**config.mk**
```make
export PLATFORM = sky130hd
export DESIGN_NAME = cbsc_top
export DESIGN_NICKNAME = d
export VERILOG_FILES = /design/src/rtl/cbsc_pkg.sv /design/src/rtl/cbsc_tick_if.sv /design/src/rtl/cbsc_tick_gen.sv /design/src/rtl/cbsc_top.sv
export SDC_FILE = /design/constraint.sdc
export NUM_CORES = 1
export LEC_CHECK = 0
export CAP_MARGIN = 40
export CELL_PAD_IN_SITES_DETAIL_PLACEMENT = 1
export CELL_PAD_IN_SITES_GLOBAL_PLACEMENT = 2
export CORE_ASPECT_RATIO = 1.25
export CORE_MARGIN = 2
export CORE_UTILIZATION = 38
export CTS_CLUSTER_DIAMETER = 200
export DETAILED_ROUTE_END_ITERATION = 10
export DONT_BUFFER_PORTS = 1
export GPL_TIMING_DRIVEN = 0
export PLACE_DENSITY = 0.85
export SLEW_MARGIN = 0
export SYNTH_ARGS = -nofsm -noshare
export SYNTH_HDL_FRONTEND = slang
export SYNTH_SLANG_ARGS = --single-unit
```
**constraint.sdc**
```tcl
create_clock -name clock -period 4.3 [get_ports clock]
set_input_delay 0 -clock clock [delete_from_list [all_inputs] [get_ports clock]]
set_output_delay 0 -clock clock [all_outputs]
set_load 0.02 [all_outputs]
```
**src/rtl/cbsc_pkg.sv**
```systemverilog
// shared constants for the charge bank state controller
package cbsc_pkg;
  // ---------------------------------------------------------------
  // clock and timing
  // ---------------------------------------------------------------
  localparam int unsigned CLK_HZ      = 100_000_000; // system clock rate
  localparam int unsigned TICK_SEC    = 1;           // tick period in seconds
  localparam int unsigned TICK_CYCLES = CLK_HZ * TICK_SEC;

  // ---------------------------------------------------------------
  // regulator states
  // ---------------------------------------------------------------
  localparam int unsigned NUM_STATES = 9;            // states 0..8
  localparam logic [3:0]  ST_FIRST   = 4'h0;         // reset state, all on
  localparam logic [3:0]  ST_BOOST_LAST = 4'h3;      // boost is 0..3
  localparam logic [3:0]  ST_ALL_OFF = 4'h4;         // first float state
  localparam logic [3:0]  ST_LAST    = 4'h8;         // top float state

  // bank masks, bit 3 = bank d ... bit 0 = bank a
  localparam logic [3:0]  MASK_ALL   = 4'hf;
  localparam logic [3:0]  MASK_NONE  = 4'h0;

  // ---------------------------------------------------------------
  // settings and alarms
  // ---------------------------------------------------------------
  localparam logic [7:0]  DELAY_RST  = 8'h0a;        // boost delay, seconds
  localparam int unsigned ALARM_NUM  = 7;            // alarm inputs
  localparam logic [7:0]  ALARM_RST  = 8'h00;
endpackage

```
**src/rtl/cbsc_tick_if.sv**
```systemverilog
// one-second tick carried from the tick generator to the controller
`timescale 1ns/10ps
`default_nettype none
interface cbsc_tick_if;
  logic tick; // one-cycle pulse each second

  modport source (output tick);
  modport sink   (input tick);
endinterface
`default_nettype wire

```
**src/rtl/cbsc_tick_gen.sv**
```systemverilog
// one-second tick generator
`timescale 1ns/10ps
`default_nettype none
module cbsc_tick_gen #(
  parameter int unsigned TICK_CYCLES = cbsc_pkg::TICK_CYCLES
) (
  input  wire logic      clock,
  input  wire logic      sys_rst,
  cbsc_tick_if.source    tick_port
);
  // ---------------------------------------------------------------
  // cycle counter
  // ---------------------------------------------------------------
  logic [31:0] cnt_reg;  // cycles into the current second
  logic [31:0] cnt_next;
  logic        tick_reg; // registered pulse
  logic        tick_next;

  // wrap at the period, pulse on the wrap
  always_comb begin
    if (cnt_reg >= 32'(TICK_CYCLES - 1)) begin
      cnt_next  = 32'h0;
      tick_next = 1'b1;
    end else begin
      cnt_next  = cnt_reg + 32'h1;
      tick_next = 1'b0;
    end
  end

  // register only
  always_ff @(posedge clock) begin
    if (sys_rst) begin
      cnt_reg  <= 32'h0;
      tick_reg <= 1'b0;
    end else begin
      cnt_reg  <= cnt_next;
      tick_reg <= tick_next;
    end
  end

  assign tick_port.tick = tick_reg;
endmodule
`default_nettype wire

```
**src/rtl/cbsc_top.sv**
```systemverilog
// charge bank state controller with hardware exercise mode
`timescale 1ns/10ps
`default_nettype none
module cbsc_top #(
  parameter int unsigned TICK_CYCLES = cbsc_pkg::TICK_CYCLES
) (
  input  wire logic       clock,
  input  wire logic       sys_rst,
  input  wire logic       volt_above,      // battery above the state's upper level
  input  wire logic       volt_below,      // battery below the state's lower level
  input  wire logic [7:0] delay_sec_in,    // boost delay to load, seconds
  input  wire logic       delay_sec_wr,    // load pulse for the delay setting
  input  wire logic       calibrate_key,   // key press pulses
  input  wire logic       increment_key,
  input  wire logic       decrement_key,
  input  wire logic       nv_check_done,   // nonvolatile check finished
  input  wire logic       serial_done,     // serial burst finished
  input  wire logic [6:0] alarm_in,        // alarm inputs, 1 = active
  output logic      [3:0] bank_on,         // bank d..a switch drives
  output logic      [3:0] reg_state,       // current regulator state
  output logic            float_mode,      // states 4..8
  output logic            exercise_active,
  output logic            exercise_paused,
  output logic            charge_on,
  output logic            load_on,
  output logic            nv_check_req,    // level until done
  output logic            serial_req,      // level until done
  output logic      [7:0] alarm_status,
  output logic      [7:0] delay_sec
);
  // ---------------------------------------------------------------
  // types and helpers
  // ---------------------------------------------------------------
  typedef enum logic [3:0] {
    CBSC_SEQ_IDLE = 4'b0001,
    CBSC_SEQ_CAL  = 4'b0010,
    CBSC_SEQ_INC1 = 4'b0100,
    CBSC_SEQ_INC2 = 4'b1000
  } cbsc_seq_type;

  typedef enum logic [5:0] {
    CBSC_EX_OFF   = 6'b000001,
    CBSC_EX_CHG   = 6'b000010,
    CBSC_EX_LOAD  = 6'b000100,
    CBSC_EX_NV    = 6'b001000,
    CBSC_EX_CYCLE = 6'b010000,
    CBSC_EX_SER   = 6'b100000
  } cbsc_ex_type;

  // bank mask per state; float states above 4 re-add banks a upward
  function automatic logic [3:0] bank_mask(input logic [3:0] st);
    logic [3:0] m;
    m = cbsc_pkg::MASK_NONE;
    if (st <= cbsc_pkg::ST_ALL_OFF)
      m = 4'(cbsc_pkg::MASK_ALL >> st);
    else
      m = 4'(cbsc_pkg::MASK_ALL >> (cbsc_pkg::ST_LAST - st));
    return m;
  endfunction

  // voltage step: above steps up (fewer banks in boost, more in float), below steps down
  function automatic logic [3:0] step_state(input logic [3:0] st,
                                            input logic up, input logic dn);
    logic [3:0] n;
    n = st;
    if (up && st < cbsc_pkg::ST_LAST)
      n = st + 4'h1;
    else if (dn && st > cbsc_pkg::ST_FIRST)
      n = st - 4'h1;
    return n;
  endfunction

  // ---------------------------------------------------------------
  // tick source
  // ---------------------------------------------------------------
  cbsc_tick_if tick_bus ();

  cbsc_tick_gen #(
    .TICK_CYCLES (TICK_CYCLES)
  ) cbsc_tick_gen_i (
    .clock     (clock),
    .sys_rst   (sys_rst),
    .tick_port (tick_bus.source)
  );

  wire logic tick = tick_bus.tick; // shared one-second pulse

  // ---------------------------------------------------------------
  // state registers
  // ---------------------------------------------------------------
  logic [3:0]   state_reg,  state_next;
  logic [7:0]   secs_reg,   secs_next;   // seconds spent waiting in boost
  logic [7:0]   delay_reg,  delay_next;  // settings: boost delay
  cbsc_seq_type seq_reg,    seq_next;    // entry key sequence
  cbsc_ex_type  ex_reg,     ex_next;     // exercise phase
  logic         pause_reg,  pause_next;
  logic         chg_reg,    chg_next;
  logic         load_reg,   load_next;
  logic [3:0]   bank_reg,   bank_next;
  logic [7:0]   alarm_reg,  alarm_next;

  // ---------------------------------------------------------------
  // next-state logic
  // ---------------------------------------------------------------
  always_comb begin
    state_next = state_reg;
    secs_next  = secs_reg;
    delay_next = delay_reg;
    seq_next   = seq_reg;
    ex_next    = ex_reg;
    pause_next = pause_reg;
    chg_next   = chg_reg;
    load_next  = load_reg;
    alarm_next = {1'b0, alarm_in};

    // settings write; zero would behave like one in boost, and it is stored as one second
    if (delay_sec_wr)
      delay_next = (delay_sec_in == 8'h00) ? 8'h01 : delay_sec_in;

    case (ex_reg)
      CBSC_EX_OFF: begin
        // normal regulation
        chg_next  = 1'b1;
        load_next = 1'b1;
        if (tick) begin
          if (state_reg <= cbsc_pkg::ST_BOOST_LAST) begin
            // boost: wait the delay before acting
            if (secs_reg + 8'h01 >= delay_reg) begin
              state_next = step_state(state_reg, volt_above, volt_below);
              secs_next  = 8'h00;
            end else begin
              secs_next = secs_reg + 8'h01;
            end
          end else begin
            state_next = step_state(state_reg, volt_above, volt_below);
            secs_next  = 8'h00;
          end
        end
        // entry key sequence is the operator's job; the closing calibrate press starts exercise mode
        case (seq_reg)
          CBSC_SEQ_IDLE: begin
            if (calibrate_key) seq_next = CBSC_SEQ_CAL;
          end
          CBSC_SEQ_CAL: begin
            if (increment_key) seq_next = CBSC_SEQ_INC1;
            else if (decrement_key) seq_next = CBSC_SEQ_IDLE;
          end
          CBSC_SEQ_INC1: begin
            if (increment_key) seq_next = CBSC_SEQ_INC2;
            else if (calibrate_key || decrement_key) seq_next = CBSC_SEQ_IDLE;
          end
          CBSC_SEQ_INC2: begin
            if (calibrate_key) begin
              seq_next   = CBSC_SEQ_IDLE;
              ex_next    = CBSC_EX_CHG;
              pause_next = 1'b0;
              chg_next   = 1'b0;
              load_next  = 1'b0;
            end else if (increment_key || decrement_key) begin
              seq_next = CBSC_SEQ_IDLE;
            end
          end
          default: seq_next = CBSC_SEQ_IDLE;
        endcase
      end
      default: begin
        // exercise mode; charge and load steps last one tick unless paused, the cycle step walks states 0..8 one per tick, nv and serial steps last until done
        if (increment_key)
          pause_next = ~pause_reg;
        if (tick && !pause_reg) begin
          case (ex_reg)
            CBSC_EX_CHG: begin
              chg_next = 1'b1;
              ex_next  = CBSC_EX_LOAD;
            end
            CBSC_EX_LOAD: begin
              load_next = 1'b1;
              ex_next   = CBSC_EX_NV;
            end
            CBSC_EX_NV: begin
              if (nv_check_done) begin
                ex_next    = CBSC_EX_CYCLE;
                state_next = cbsc_pkg::ST_FIRST;
              end
            end
            CBSC_EX_CYCLE: begin
              if (state_reg == cbsc_pkg::ST_LAST)
                ex_next = CBSC_EX_SER;
              else
                state_next = state_reg + 4'h1;
            end
            CBSC_EX_SER: begin
              if (serial_done) begin
                ex_next   = CBSC_EX_CHG; // repeat
                chg_next  = 1'b0;
                load_next = 1'b0;
              end
            end
            default: ex_next = CBSC_EX_OFF;
          endcase
        end
        // termination outranks everything else in the same cycle
        if (decrement_key) begin
          ex_next    = CBSC_EX_OFF;
          pause_next = 1'b0;
          state_next = cbsc_pkg::ST_FIRST;
          secs_next  = 8'h00;
          chg_next   = 1'b1;
          load_next  = 1'b1;
        end
      end
    endcase
    bank_next = bank_mask(state_next);
  end

  // ---------------------------------------------------------------
  // registers
  // ---------------------------------------------------------------
  always_ff @(posedge clock) begin
    if (sys_rst) begin
      state_reg <= cbsc_pkg::ST_FIRST;
      secs_reg  <= 8'h00;
      delay_reg <= cbsc_pkg::DELAY_RST;
      seq_reg   <= CBSC_SEQ_IDLE;
      ex_reg    <= CBSC_EX_OFF;
      pause_reg <= 1'b0;
      chg_reg   <= 1'b1;
      load_reg  <= 1'b1;
      bank_reg  <= cbsc_pkg::MASK_ALL;
      alarm_reg <= cbsc_pkg::ALARM_RST;
    end else begin
      state_reg <= state_next;
      secs_reg  <= secs_next;
      delay_reg <= delay_next;
      seq_reg   <= seq_next;
      ex_reg    <= ex_next;
      pause_reg <= pause_next;
      chg_reg   <= chg_next;
      load_reg  <= load_next;
      bank_reg  <= bank_next;
      alarm_reg <= alarm_next;
    end
  end

  // ---------------------------------------------------------------
  // outputs, all straight from flip-flops
  // ---------------------------------------------------------------
  logic float_reg;   // mirrors state_next range
  logic nvreq_reg;
  logic serreq_reg;
  logic active_reg;  // exercise running; a flop so the port never glitches on decode

  always_ff @(posedge clock) begin
    if (sys_rst) begin
      float_reg  <= 1'b0;
      nvreq_reg  <= 1'b0;
      serreq_reg <= 1'b0;
      active_reg <= 1'b0;
    end else begin
      float_reg  <= (state_next > cbsc_pkg::ST_BOOST_LAST);
      nvreq_reg  <= (ex_next == CBSC_EX_NV);
      serreq_reg <= (ex_next == CBSC_EX_SER);
      active_reg <= (ex_next != CBSC_EX_OFF);
    end
  end

  assign bank_on         = bank_reg;
  assign reg_state       = state_reg;
  assign float_mode      = float_reg;
  assign exercise_active = active_reg;
  assign exercise_paused = pause_reg;
  assign charge_on       = chg_reg;
  assign load_on         = load_reg;
  assign nv_check_req    = nvreq_reg;
  assign serial_req      = serreq_reg;
  assign alarm_status    = alarm_reg;
  assign delay_sec       = delay_reg;
endmodule
`default_nettype wire

```
Word level (Yosys, flattened, before mapping)

Index checks and enable logic that the tools add are counted.
W data, S select, Z words.

Register bits: 82
Bits of input ports: 25
Output and inout bits: 31
Word-level logic and storage cells: 124

Bitwise operators: 1
Reductions and logical operators: 18
Equal/unequal tests: 22
Shift operators: 2
Muxes and demuxes: 52
Order comparisons: 7
Add/sub/neg operators: 5

Operators by type and width:

| cell                    | count |
|---|---|
| $mux W4                 | 18 |
| $mux W6                 | 8 |
| $mux W8                 | 6 |
| $add A32 B1 Y32 const B | 1 |
| $ge A32 B27 Y1 const B  | 1 |
| $pmux W6 S5             | 1 |
| $pmux W4 S4             | 1 |
| $mux W1                 | 15 |
| $eq A6 B4 Y1 const B    | 2 |
| $eq A6 B6 Y1 const B    | 2 |
| $ne A3 B3 Y1 const B    | 3 |
| $reduce_and A3 Y1       | 3 |
| $add A8 B1 Y8 const B   | 1 |
| $eq A4 B4 Y1 const B    | 2 |
| $ge A8 B8 Y1            | 1 |
| $logic_not A8 Y1        | 1 |
| $pmux W4 S2             | 1 |
| $reduce_bool A4 Y1      | 2 |
| $shr A4 B4 Y4 const A   | 2 |
| $eq A6 B1 Y1 const B    | 1 |
| $eq A6 B2 Y1 const B    | 1 |
| $eq A6 B3 Y1 const B    | 1 |
| $eq A6 B5 Y1 const B    | 1 |
| $ne A6 B1 Y1 const B    | 1 |
| 24 further kinds        | 31 |

Logic depth before layout (Yosys ltp)

Gate-level depths: netlist of the first run.

Word-level depth: 11
Gate-level depth with buffers: 14
Gate-level depth less buffers: 14

Hierarchy

A second synthesis of the first run with hierarchy kept.

Cells, all modules: 483
Area total of the unflattened synthesis: 4177.8 µm²

By module, submodules not included:

| module        | cells each | area each (µm²) | sequential area each (µm²) | instances |
|---|---|---|---|---|
| cbsc_top      | 323        | 2686.3          | 960.9                      | 1 |
| cbsc_tick_gen | 160        | 1491.4          | 660.6                      | 1 |

Worst setup path before layout of the first run

No wires, ideal clock.

Path kind: register -> register
Start: reg secs_reg[0]
End: reg bank_reg[3], in the netlist bank_on[3]
Required time: 4.241 ns
Setup time: 0.059 ns
Arrival: 3.274 ns
Buffers on the path: 0
Cell stages (with the launch flop): 15
Period minus slack after synthesis: 3.332 ns
Slack: 0.968 ns
Cells stage by stage: dfxtp_1 and3_1 and3_1 nand3_1 xnor2_1 ha_1 a2111oi_0 o21ai_0 a31oi_1 o211ai_1 and3_4 ha_1 o21ai_2 mux2i_2 o211a_1

Word-level cells in the longest chain between the ends: 9
Elaborated cells between the ends (all ways): 11
Classes of those cells: add/sub: 2; order compare: 2; shift: 2; mux: 5

Ends and longest elaborated chain:

| what                   | RTL line        | source |
|---|---|---|
| start, declared        | cbsc_top.sv:92  | `logic [7:0] secs_reg, secs_next;` |
| start signal, assigned | cbsc_top.sv:233 | `secs_reg <= secs_next;` |
| $add A8 B1 Y8 *        | cbsc_top.sv:128 | `if (secs_reg + 8'h01 >= delay_reg) begin` |
| $ge A8 B8 Y1 *         | cbsc_top.sv:128 |  |
| $mux W4 *              | cbsc_top.sv:128 |  |
| $mux W4 *              | cbsc_top.sv:126 | `if (state_reg <= cbsc_pkg::ST_BOOST_LAST) begin` |
| $mux W4 *              | cbsc_top.sv:125 | `if (tick) begin` |
| $mux W4 *              | cbsc_top.sv:120 | `case (ex_reg)` |
| $sub A4 B4 Y4          | cbsc_top.sv:57  | `m = 4'(cbsc_pkg::MASK_ALL >> (cbsc_pkg::ST_LAST - st));` |
| $shr A4 B4 Y4          | cbsc_top.sv:57  |  |
| $mux W4 *              | cbsc_top.sv:54  | `if (st <= cbsc_pkg::ST_ALL_OFF)` |
| end signal, assigned   | cbsc_top.sv:229 | `bank_reg <= cbsc_pkg::MASK_ALL;` |
| end signal, assigned   | cbsc_top.sv:240 | `bank_reg <= bank_next;` |
| end, declared          | cbsc_top.sv:99  | `logic [3:0] bank_reg, bank_next;` |

Mark *: on every way between the ends. The rest lies on a longest branch, timed or not.
A chain may end at the register's enable or synchronous reset.

Worst setup path after layout of the first run

Same ends and word-level chain as after synthesis.

==> results.json, run 1 <==
{
  "rsz0062_at_grt": "no",
  "place_area_mm2": 0.004160,
  "htreeDepth": 3,
  "slew_viol_final": 0,
  "status": "completed",
  "io_pins": 56,
  "antenna_found_initial": 0,
  "final_core_util_pct": 46.03,
  "async_reset_ff_share_pct": 0,
  "clk_pin_slew_ns": 0.06,
  "ys_ff_latch": 81,
  "post-dp-hpwl_um": 7568,
  "layout_common_cells": "dfxtp_1, nor2_1, nand2_1",
  "grt_start_max_net_pins": 14,
  "slew_headroom_pct": 52.82,
  "cts_made_buffers": 9,
  "syn-cell-area_mm2": 0.003980,
  "vdd_ir_drop_max_uv": 221.1,
  "cp_data_required_time_ns": 4.57,
  "grt_overflow": 0,
  "cpLargestDelayFamily": "compound AO/OA/AOI/OAI gates",
  "multi_input_area_mm2": 0.002223,
  "fp.dieW_um": 95.54,
  "area_growth_pct": 17.48,
  "clk_latency_ns": 0.33,
  "synth.avg_cell_area_um2": 8.504,
  "largest_reg_flops": 32,
  "cts_sinks": 81,
  "critical_path.startpoint_type": "flip-flop",
  "die_y_um": 118.4,
  "crit_buf_inv": 0,
  "rows": 41,
  "portBuffers": 0,
  "antennaDiodeCount": 0,
  "layout_commonest_cell": "dfxtp_1",
  "worst-path-stages": 14,
  "initial_core_util_pct": 39.18,
  "cp_cell_sequence": "and3_1 -> and3_1 -> nand3_1 -> xnor2_1 -> ha_1 -> a2111oi_0 -> o21ai_0 -> a31oi_4 -> o21ai_0 -> a22o_1 -> ha_1 -> o21ai_2 -> mux2i_2 -> o211a_1",
  "first_pass_iters": 4,
  "grt_usage_pct": 19.46,
  "ant_nets": 0,
  "grt_pass1_wl_um": 17350,
  "register_area_mm2": 0.001622,
  "cp-end-kind": "flip-flop",
  "die-area_mm2": 0.01131,
  "core-area_mm2": 0.01016,
  "ys.flop_type": "dfxtp_1",
  "min_period_ns": 3.849,
  "worst_slew_pin_slew_ns": 0.7077,
  "num-fill-cells": 1237,
  "critPathKind": "flip-flop to flip-flop",
  "clock-root-buffer": "clkbuf_16",
  "drc_errors": 0,
  "drive_gt1_share_pct": 6.706,
  "cts_tree": "done",
  "critPathMaxFanout": 8,
  "fin_setup_tns_ns": 0,
  "yosysSeqAreaShare_pct": 40.74,
  "hold_depth": 2,
  "ys_types": 71,
  "nets": 541,
  "slowest_stage": "dfxtp_1",
  "yosys_warnings": 0,
  "post-place-cells": 602,
  "num_vias": 3396,
  "power_density_mw_per_mm2": 360.0,
  "layoutNonFillerInstCount": 636,
  "max_freq_mhz": 259.8,
  "holdCritPathClass": "input port to flip-flop",
  "fin_area_mm2": 0.004676,
  "reg2regPathDepth": 14,
  "worstPathArrival_ns": 4.12,
  "cts_buffer_depth": 2,
  "slowest_delay_ns": 0.41,
  "postCtsSetupBuffers": 0,
  "max_cap_violations": 0,
  "clock_skew_ns": 0.005915,
  "period_share_pct": 89.51,
  "grt_pass1_vias": 3535,
  "synth-edff-count": 0,
  "via_per_inst": 5.340,
  "hold_viol": 0,
  "gp_congestion": 0.7838,
  "power_leakage_nw": 1.755,
  "setup_viol": 0,
  "syn_inst": 468,
  "wirelength_um": 10380,
  "finalHoldWorstSlack_ns": 0.002870,
  "drtIter0Drc": 127,
  "wl_per_cell_um": 16.33
}
## routing by layer
layer,global-route usage [%],vias to the layer above,wire (um)
met5,0,-,0
met4,6.071,0,166
met3,3.442,14,231
met2,34.44,32,5381
met1,23.37,1653,4605
li1,-,1697,-
## report_power, final
part           switching [W]  internal (W)
Sequential         0.0000214      0.000766
Clock               0.000292      0.000505
Combinational      0.0000578     0.0000411
Total               0.000371       0.00131
## metrics by stage
step	total power, W	worst slack [ns]
CTS	0.001703	0.1642
finish	0.001683	0.4512
detailed placement	0.0008842	0.1698
global route	0.001751	0.06019
floorplan	0.0008601	0.9677
global placement	0.0008808	0.2540
## logic make-up after synthesis
kind of cell | after synthesis | synth area share, %
AO/OA/AOI/OAI | 87 | 14.49
XOR/XNOR | 33 | 7.262
adder cells (fa/ha/maj) | 13 | 4.087
buffers and inverters | 39 | 4.244
flip-flops | 81 | 40.74
multiplexers | 9 | 2.672
other | 1 | 0.09422
AND/OR/NAND/NOR | 205 | 26.41
## area by class of cell
class / instances / share of cell area, %
Multi-Input combinational cell: 353 / 47.55
Sequential cell: 81 / 34.68
Clock buffer: 10 / 4.897
Timing Repair Buffer: 19 / 4.067
Tap cell: 129 / 3.452
Buffer: 20 / 2.060
Clock inverter: 5 / 1.739
Inverter: 19 / 1.552
## final timing paths
path / start / slack [ns] / end
hold / removal: sys_rst / 0.003 / charge_on$_SDFFE_PP1P_
setup reg to reg: secs_reg[0]$_SDFFE_PP0P_ / 0.45 / bank_on[3]$_SDFF_PP1_
setup / recovery: secs_reg[0]$_SDFFE_PP0P_ / 0.45 / bank_on[3]$_SDFF_PP1_
hold reg to reg: cbsc_tick_gen_i.cnt_reg[0]$_SDFF_PP0_ / 0.47 / cbsc_tick_gen_i.cnt_reg[0]$_SDFF_PP0_
## synthesized netlist by cell type (all sizes together), types with 4 or more instances
master  instances  area [um2]
clkbuf         13       48.80
xor2           16       140.1
nor2           73       276.5
nand4           4       25.02
o211ai          4       30.03
dfxtp          81        1622
a31oi           4       25.02
nand2b          7       43.79
xnor2          17       148.9
nand3b          5       37.54
a22oi           5       47.54
and3           13       86.33
o21ai          21       108.9
buf             7       47.55
nor3           12       76.33
nor4            5       31.28
a21oi          24       123.9
nand3          18       90.09
nor2b          14       87.58
mux2i           9       106.4
inv            17       63.81
a21o            4       30.03
nand2          32       120.1
ha             13       162.7
## what timing repair did
item / 4_1_cts / 5_1_grt
endpoints found under the setup margin: 0 / 3
gates resized for setup: 0 / 2
endpoints found under the hold margin: 21 / 0
hold buffers: 19 / 0
(Power assumes the default switching activity.)
==> run 2: changes to the inputs <==
--- a/config.mk
+++ b/config.mk
@@ -6,16 +6,14 @@
 export NUM_CORES = 1
 export LEC_CHECK = 0
 export CAP_MARGIN = 40
-export CELL_PAD_IN_SITES_DETAIL_PLACEMENT = 1
-export CELL_PAD_IN_SITES_GLOBAL_PLACEMENT = 2
 export CORE_ASPECT_RATIO = 1.25
 export CORE_MARGIN = 2
-export CORE_UTILIZATION = 38
+export CORE_UTILIZATION = 40
 export CTS_CLUSTER_DIAMETER = 200
 export DETAILED_ROUTE_END_ITERATION = 10
 export DONT_BUFFER_PORTS = 1
 export GPL_TIMING_DRIVEN = 0
-export PLACE_DENSITY = 0.85
+export PLACE_DENSITY = 0.6
 export SLEW_MARGIN = 0
 export SYNTH_ARGS = -nofsm -noshare
 export SYNTH_HDL_FRONTEND = slang
==> results.json, run 2 (synthesis gave the netlist of run 1 again) <==
{
  "portBuffers": 0,
  "worst_slew_pin_slew_ns": 0.6790,
  "critical_path.startpoint_type": "flip-flop",
  "grt_pass1_wl_um": 15210,
  "max_freq_mhz": 258.6,
  "hp-start": "calibrate_key",
  "slew_headroom_pct": 54.32,
  "cts_sinks": 81,
  "via_per_inst": 5.282,
  "cp-end-kind": "flip-flop",
  "hold_end": "seq_reg[1]$_SDFFE_PP0P_",
  "met1_usage_pct": 21.29,
  "critPathMaxFanout": 8,
  "worstPathArrival_ns": 4.16,
  "first_pass_iters": 4,
  "die-area_mm2": 0.01077,
  "grt_util_met3_pct": 3.121,
  "clk_latency_ns": 0.34,
  "vdd_ir_drop_max_uv": 232.5,
  "fin_setup_tns_ns": 0,
  "post-dp-hpwl_um": 6553,
  "reg2reg_from": "secs_reg[2]$_SDFFE_PP0P_",
  "holdCritPathClass": "input port to flip-flop",
  "cp_data_required_time_ns": 4.59,
  "finalHoldWorstSlack_ns": 0.006716,
  "power_density_mw_per_mm2": 386.1,
  "hold_depth": 4,
  "core-area_mm2": 0.009659,
  "cts_buffer_depth": 2,
  "layout_commonest_cell": "dfxtp_1",
  "grt_pass1_vias": 3218,
  "power_w": 0.001822,
  "drtIter0Drc": 141,
  "hold_viol": 0,
  "wirelength_um": 9227,
  "cts_tree": "done",
  "critPathKind": "flip-flop to flip-flop",
  "reg2reg_setup_slack_ns": 0.43,
  "fp.dieW_um": 93.22,
  "drive_gt1_share_pct": 6.890,
  "clock_skew_ns": 0.004633,
  "clk_pin_slew_ns": 0.06,
  "reg2reg_to": "bank_on[3]$_SDFF_PP1_",
  "grtUsageMet2_pct": 30.84,
  "grt_usage_pct": 17.92,
  "clock-root-buffer": "clkbuf_16",
  "rows": 40,
  "postCtsSetupBuffers": 0,
  "htreeDepth": 3,
  "initial_core_util_pct": 41.20,
  "ant_nets": 0,
  "grt.busiest_layer": "met2",
  "post-place-cells": 599,
  "layout_common_cells": "dfxtp_1, nor2_1, nand2_1",
  "antennaDiodeCount": 0,
  "area_growth_pct": 18.58,
  "worst_slack_ns": 0.4324,
  "grt_overflow": 0,
  "drc_errors": 0,
  "grt_start_max_net_pins": 15,
  "slew_viol_final": 0,
  "die_y_um": 115.5,
  "cts_made_buffers": 9,
  "power_leakage_nw": 1.782,
  "layoutNonFillerInstCount": 634,
  "dp_slack_ns": 0.2761,
  "period_share_pct": 89.94,
  "gp_congestion": 0.8656,
  "nets": 541,
  "rsz0062_at_grt": "no",
  "num_vias": 3349,
  "largest_reg_flops": 32,
  "status": "completed",
  "max_cap_violations": 0,
  "min_period_ns": 3.868,
  "antenna_found_initial": 0,
  "wl_per_cell_um": 14.55,
  "reg2regPathDepth": 14,
  "io_pins": 56,
  "setup_viol": 0
}
-- run 2: worst max path at each step --
| stage | cells after the start | end | start |
|---|---|---|---|
| floorplan | 14 | bank_on[3]$_SDFF_PP1_ | secs_reg[0]$_SDFFE_PP0P_ |
| CTS | 14 | bank_on[3]$_SDFF_PP1_ | secs_reg[2]$_SDFFE_PP0P_ |
| detailed placement | 14 | bank_on[3]$_SDFF_PP1_ | secs_reg[2]$_SDFFE_PP0P_ |
| finish | 14 | bank_on[3]$_SDFF_PP1_ | secs_reg[2]$_SDFFE_PP0P_ |
| global placement | 14 | bank_on[3]$_SDFF_PP1_ | secs_reg[2]$_SDFFE_PP0P_ |
| global route | 14 | bank_on[3]$_SDFF_PP1_ | secs_reg[0]$_SDFFE_PP0P_ |
-- run 2: what timing repair did --
| action | CTS | global route |
|---|---|---|
| resized for setup | 0 | 1 |
| hold buffers | 19 | 0 |
| setup endpoints to repair | 0 | 3 |
| hold endpoints to repair | 24 | 0 |
-- run 2: per-stage QoR --
stage / utilization [%] / area, um2
after global routing: 48.86 / 4720
after global placement: 43.03 / 4156
after floorplan: - / 3999
after CTS: 48.80 / 4713
after detailed placement: 43.03 / 4156
final: 48.86 / 4720
-- run 2: final cells by class --
| cell class | count | area [um2] |
|---|---|---|
| fillers | 941 | 4940 |
| multi-input cells | 353 | 2215 |
| inverters | 19 | 72.57 |
| repair buffers | 19 | 190.2 |
| well taps | 126 | 157.7 |
| clock inverters | 6 | 137.6 |
| clock buffers | 10 | 229.0 |
| flip-flops and latches | 81 | 1622 |
| plain buffers | 20 | 96.34 |
-- run 2: power breakdown --
part | internal, W | switching, W
registers | 0.000766 | 0.0000213
logic | 0.0000407 | 0.0000538
clock network | 0.000629 | 0.000312
total | 0.00144 | 0.000387
-- run 2: routing by layer --
layer / part of all wire [%] / wire length, um
met3: 3.2 / 295
met1: 44 / 4079
met4: 2.4 / 224
met5: 0 / 0
met2: 50 / 4628
-- run 2: worst max-delay path, stage by stage, from the launching register on --
cell       delay, ns
dfxtp_1         0.40
and3_1          0.26
and3_1          0.26
nand3_1         0.11
xnor2_1         0.21
ha_1            0.28
a2111oi_0       0.37
o21ai_0         0.18
a31oi_2         0.39
o21ai_0         0.17
a22o_1          0.26
ha_1            0.24
o21ai_2         0.19
mux2i_2         0.32
o211a_1         0.17
==> run 3: changes to the inputs <==
--- a/config.mk
+++ b/config.mk
@@ -9,6 +9,7 @@
 export CORE_ASPECT_RATIO = 1.25
 export CORE_MARGIN = 2
 export CORE_UTILIZATION = 40
+export CTS_BUF_LIST = sky130_fd_sc_hd__clkbuf_4 sky130_fd_sc_hd__clkbuf_8
 export CTS_CLUSTER_DIAMETER = 200
 export DETAILED_ROUTE_END_ITERATION = 10
 export DONT_BUFFER_PORTS = 1
==> constraint.sdc (replaced) <==
create_clock -name clock -period 4.1 [get_ports clock]
set_input_delay 0 -clock clock [delete_from_list [all_inputs] [get_ports clock]]
set_output_delay 0 -clock clock [all_outputs]
set_load 0.02 [all_outputs]
==> results.json, run 3 (synthesis gave the netlist of run 1 again) <==
{
  "status": "completed",
  "grt_usage_pct": 17.95,
  "vdd_ir_drop_max_uv": 224.8,
  "hold_viol": 0,
  "cts_sinks": 81,
  "largest_reg_flops": 32,
  "clk_latency_ns": 0.37,
  "power_density_mw_per_mm2": 366.2,
  "holdCritPathClass": "input port to flip-flop",
  "slowest_delay_ns": 0.40,
  "grt_overflow": 0,
  "wirelength_um": 9243,
  "max_cap_violations": 0,
  "antenna_found_initial": 0,
  "area_growth_pct": 16.79,
  "clock-root-buffer": "clkbuf_8",
  "wl_per_cell_um": 14.51,
  "layout_commonest_cell": "dfxtp_1",
  "finalHoldWorstSlack_ns": 0.0006993,
  "htreeDepth": 3,
  "power_leakage_nw": 1.752,
  "period_share_pct": 91.39,
  "nets": 544,
  "post-dp-hpwl_um": 6553,
  "fp.dieW_um": 93.22,
  "slowest_stage": "dfxtp_1",
  "die_y_um": 115.5,
  "cp_data_required_time_ns": 4.41,
  "reg2reg_setup_slack_ns": 0.35,
  "num_vias": 3350,
  "ant_nets": 0,
  "dp_slack_ns": 0.07606,
  "min_period_ns": 3.747,
  "critPathKind": "flip-flop to flip-flop",
  "core-area_mm2": 0.009659,
  "grt_start_max_net_pins": 15,
  "rsz0062_at_grt": "no",
  "fin_area_mm2": 0.004648,
  "setup_viol": 0,
  "critical_path.startpoint_type": "flip-flop",
  "die-area_mm2": 0.01077,
  "drc_errors": 0,
  "portBuffers": 0,
  "fin_setup_tns_ns": 0,
  "power_w": 0.001702,
  "cts_tree": "done",
  "drtIter0Drc": 159,
  "worstPathArrival_ns": 4.06,
  "worst_slew_pin_slew_ns": 0.6901,
  "grt_pass1_vias": 3240,
  "slew_viol_final": 0,
  "initial_core_util_pct": 41.20,
  "via_per_inst": 5.259,
  "cts_made_buffers": 9,
  "clock_skew_ns": 0.007280,
  "first_pass_iters": 4,
  "grt_pass1_wl_um": 15220,
  "gp_congestion": 0.8656,
  "cts_buffer_depth": 2,
  "cp-end-kind": "flip-flop",
  "slew_headroom_pct": 53.57,
  "worst_slack_ns": 0.3530,
  "drive_gt1_share_pct": 7.436,
  "antennaDiodeCount": 0,
  "cp_cell_sequence": "and3_1 -> and3_1 -> nand3_1 -> xnor2_1 -> ha_1 -> a2111oi_1 -> o21ai_0 -> a31oi_2 -> buf_4 -> o21ai_0 -> a22o_1 -> ha_1 -> o21ai_2 -> mux2i_2 -> o211a_1",
  "place_area_mm2": 0.004156,
  "rows": 40,
  "max_freq_mhz": 266.9,
  "io_pins": 56,
  "layout_common_cells": "dfxtp_1, nor2_1, nand2_1",
  "critPathMaxFanout": 7,
  "clk_pin_slew_ns": 0.08
}
-- run 3: path summary, 6_finish.rpt --
| check | from | end | depth (start not counted) |
|---|---|---|---|
| worst min register to register | cbsc_tick_gen_i.cnt_reg[0]$_SDFF_PP0_ | cbsc_tick_gen_i.cnt_reg[0]$_SDFF_PP0_ | 1 |
| worst max register to register | secs_reg[2]$_SDFFE_PP0P_ | bank_on[3]$_SDFF_PP1_ | 15 |
| worst min-delay path | sys_rst | alarm_status[4]$_SDFF_PP0_ | 2 |
| worst max-delay path | secs_reg[2]$_SDFFE_PP0P_ | bank_on[3]$_SDFF_PP1_ | 15 |
-- run 3: area by class of cell --
| cell class | count | area (um2) |
|---|---|---|
| fillers | 955 | 5011 |
| multi-input cells | 353 | 2216 |
| flip-flops and latches | 81 | 1622 |
| repair buffers | 22 | 215.2 |
| well taps | 126 | 157.7 |
| clock inverters | 6 | 137.6 |
| clock buffers | 10 | 131.4 |
| plain buffers | 20 | 96.34 |
| inverters | 19 | 72.57 |
-- run 3: stage by stage --
stage	cells	utilization [%]
after floorplan	473	-
after global placement	599	43.03
after detailed placement	599	43.03
after CTS	635	47.89
after global routing	637	48.12
final	637	48.12
-- run 3: power breakdown --
| part | leakage, nW | internal, W | switching (W) | total, W |
|---|---|---|---|---|
| clock network | 0.134 | 0.000476 | 0.000301 | 0.000777 |
| registers | 0.659 | 0.000802 | 0.0000223 | 0.000824 |
| logic | 0.958 | 0.0000446 | 0.0000570 | 0.000102 |
-- run 3: metal layers --
layer | GRT usage (%) | vias up | wire length (um)
met3 | 2.926 | 12 | 360
li1 | - | 1698 | -
met5 | 0 | - | 0
met2 | 30.98 | 59 | 4619
met1 | 21.25 | 1581 | 4078
met4 | 9.804 | 0 | 185
-- run 3: what timing repair did --
action,4_1_cts,5_1_grt
endpoints found under the setup margin,0,4
buffers inserted,0,2
hold buffers,20,0
hold endpoints to repair,25,0
gates resized for setup,0,2
-- run 3: worst max-delay path: cells and delay by family, from the launching register on --
| kind | cells | cell delay [ns] |
|---|---|---|
| compound gates | 7 | 1.45 |
| simple gates | 3 | 0.63 |
| fa+ha+maj | 2 | 0.52 |
| flops | 1 | 0.40 |
| mux | 1 | 0.31 |
| xor+xnor | 1 | 0.21 |
| buf+inv | 1 | 0.18 |
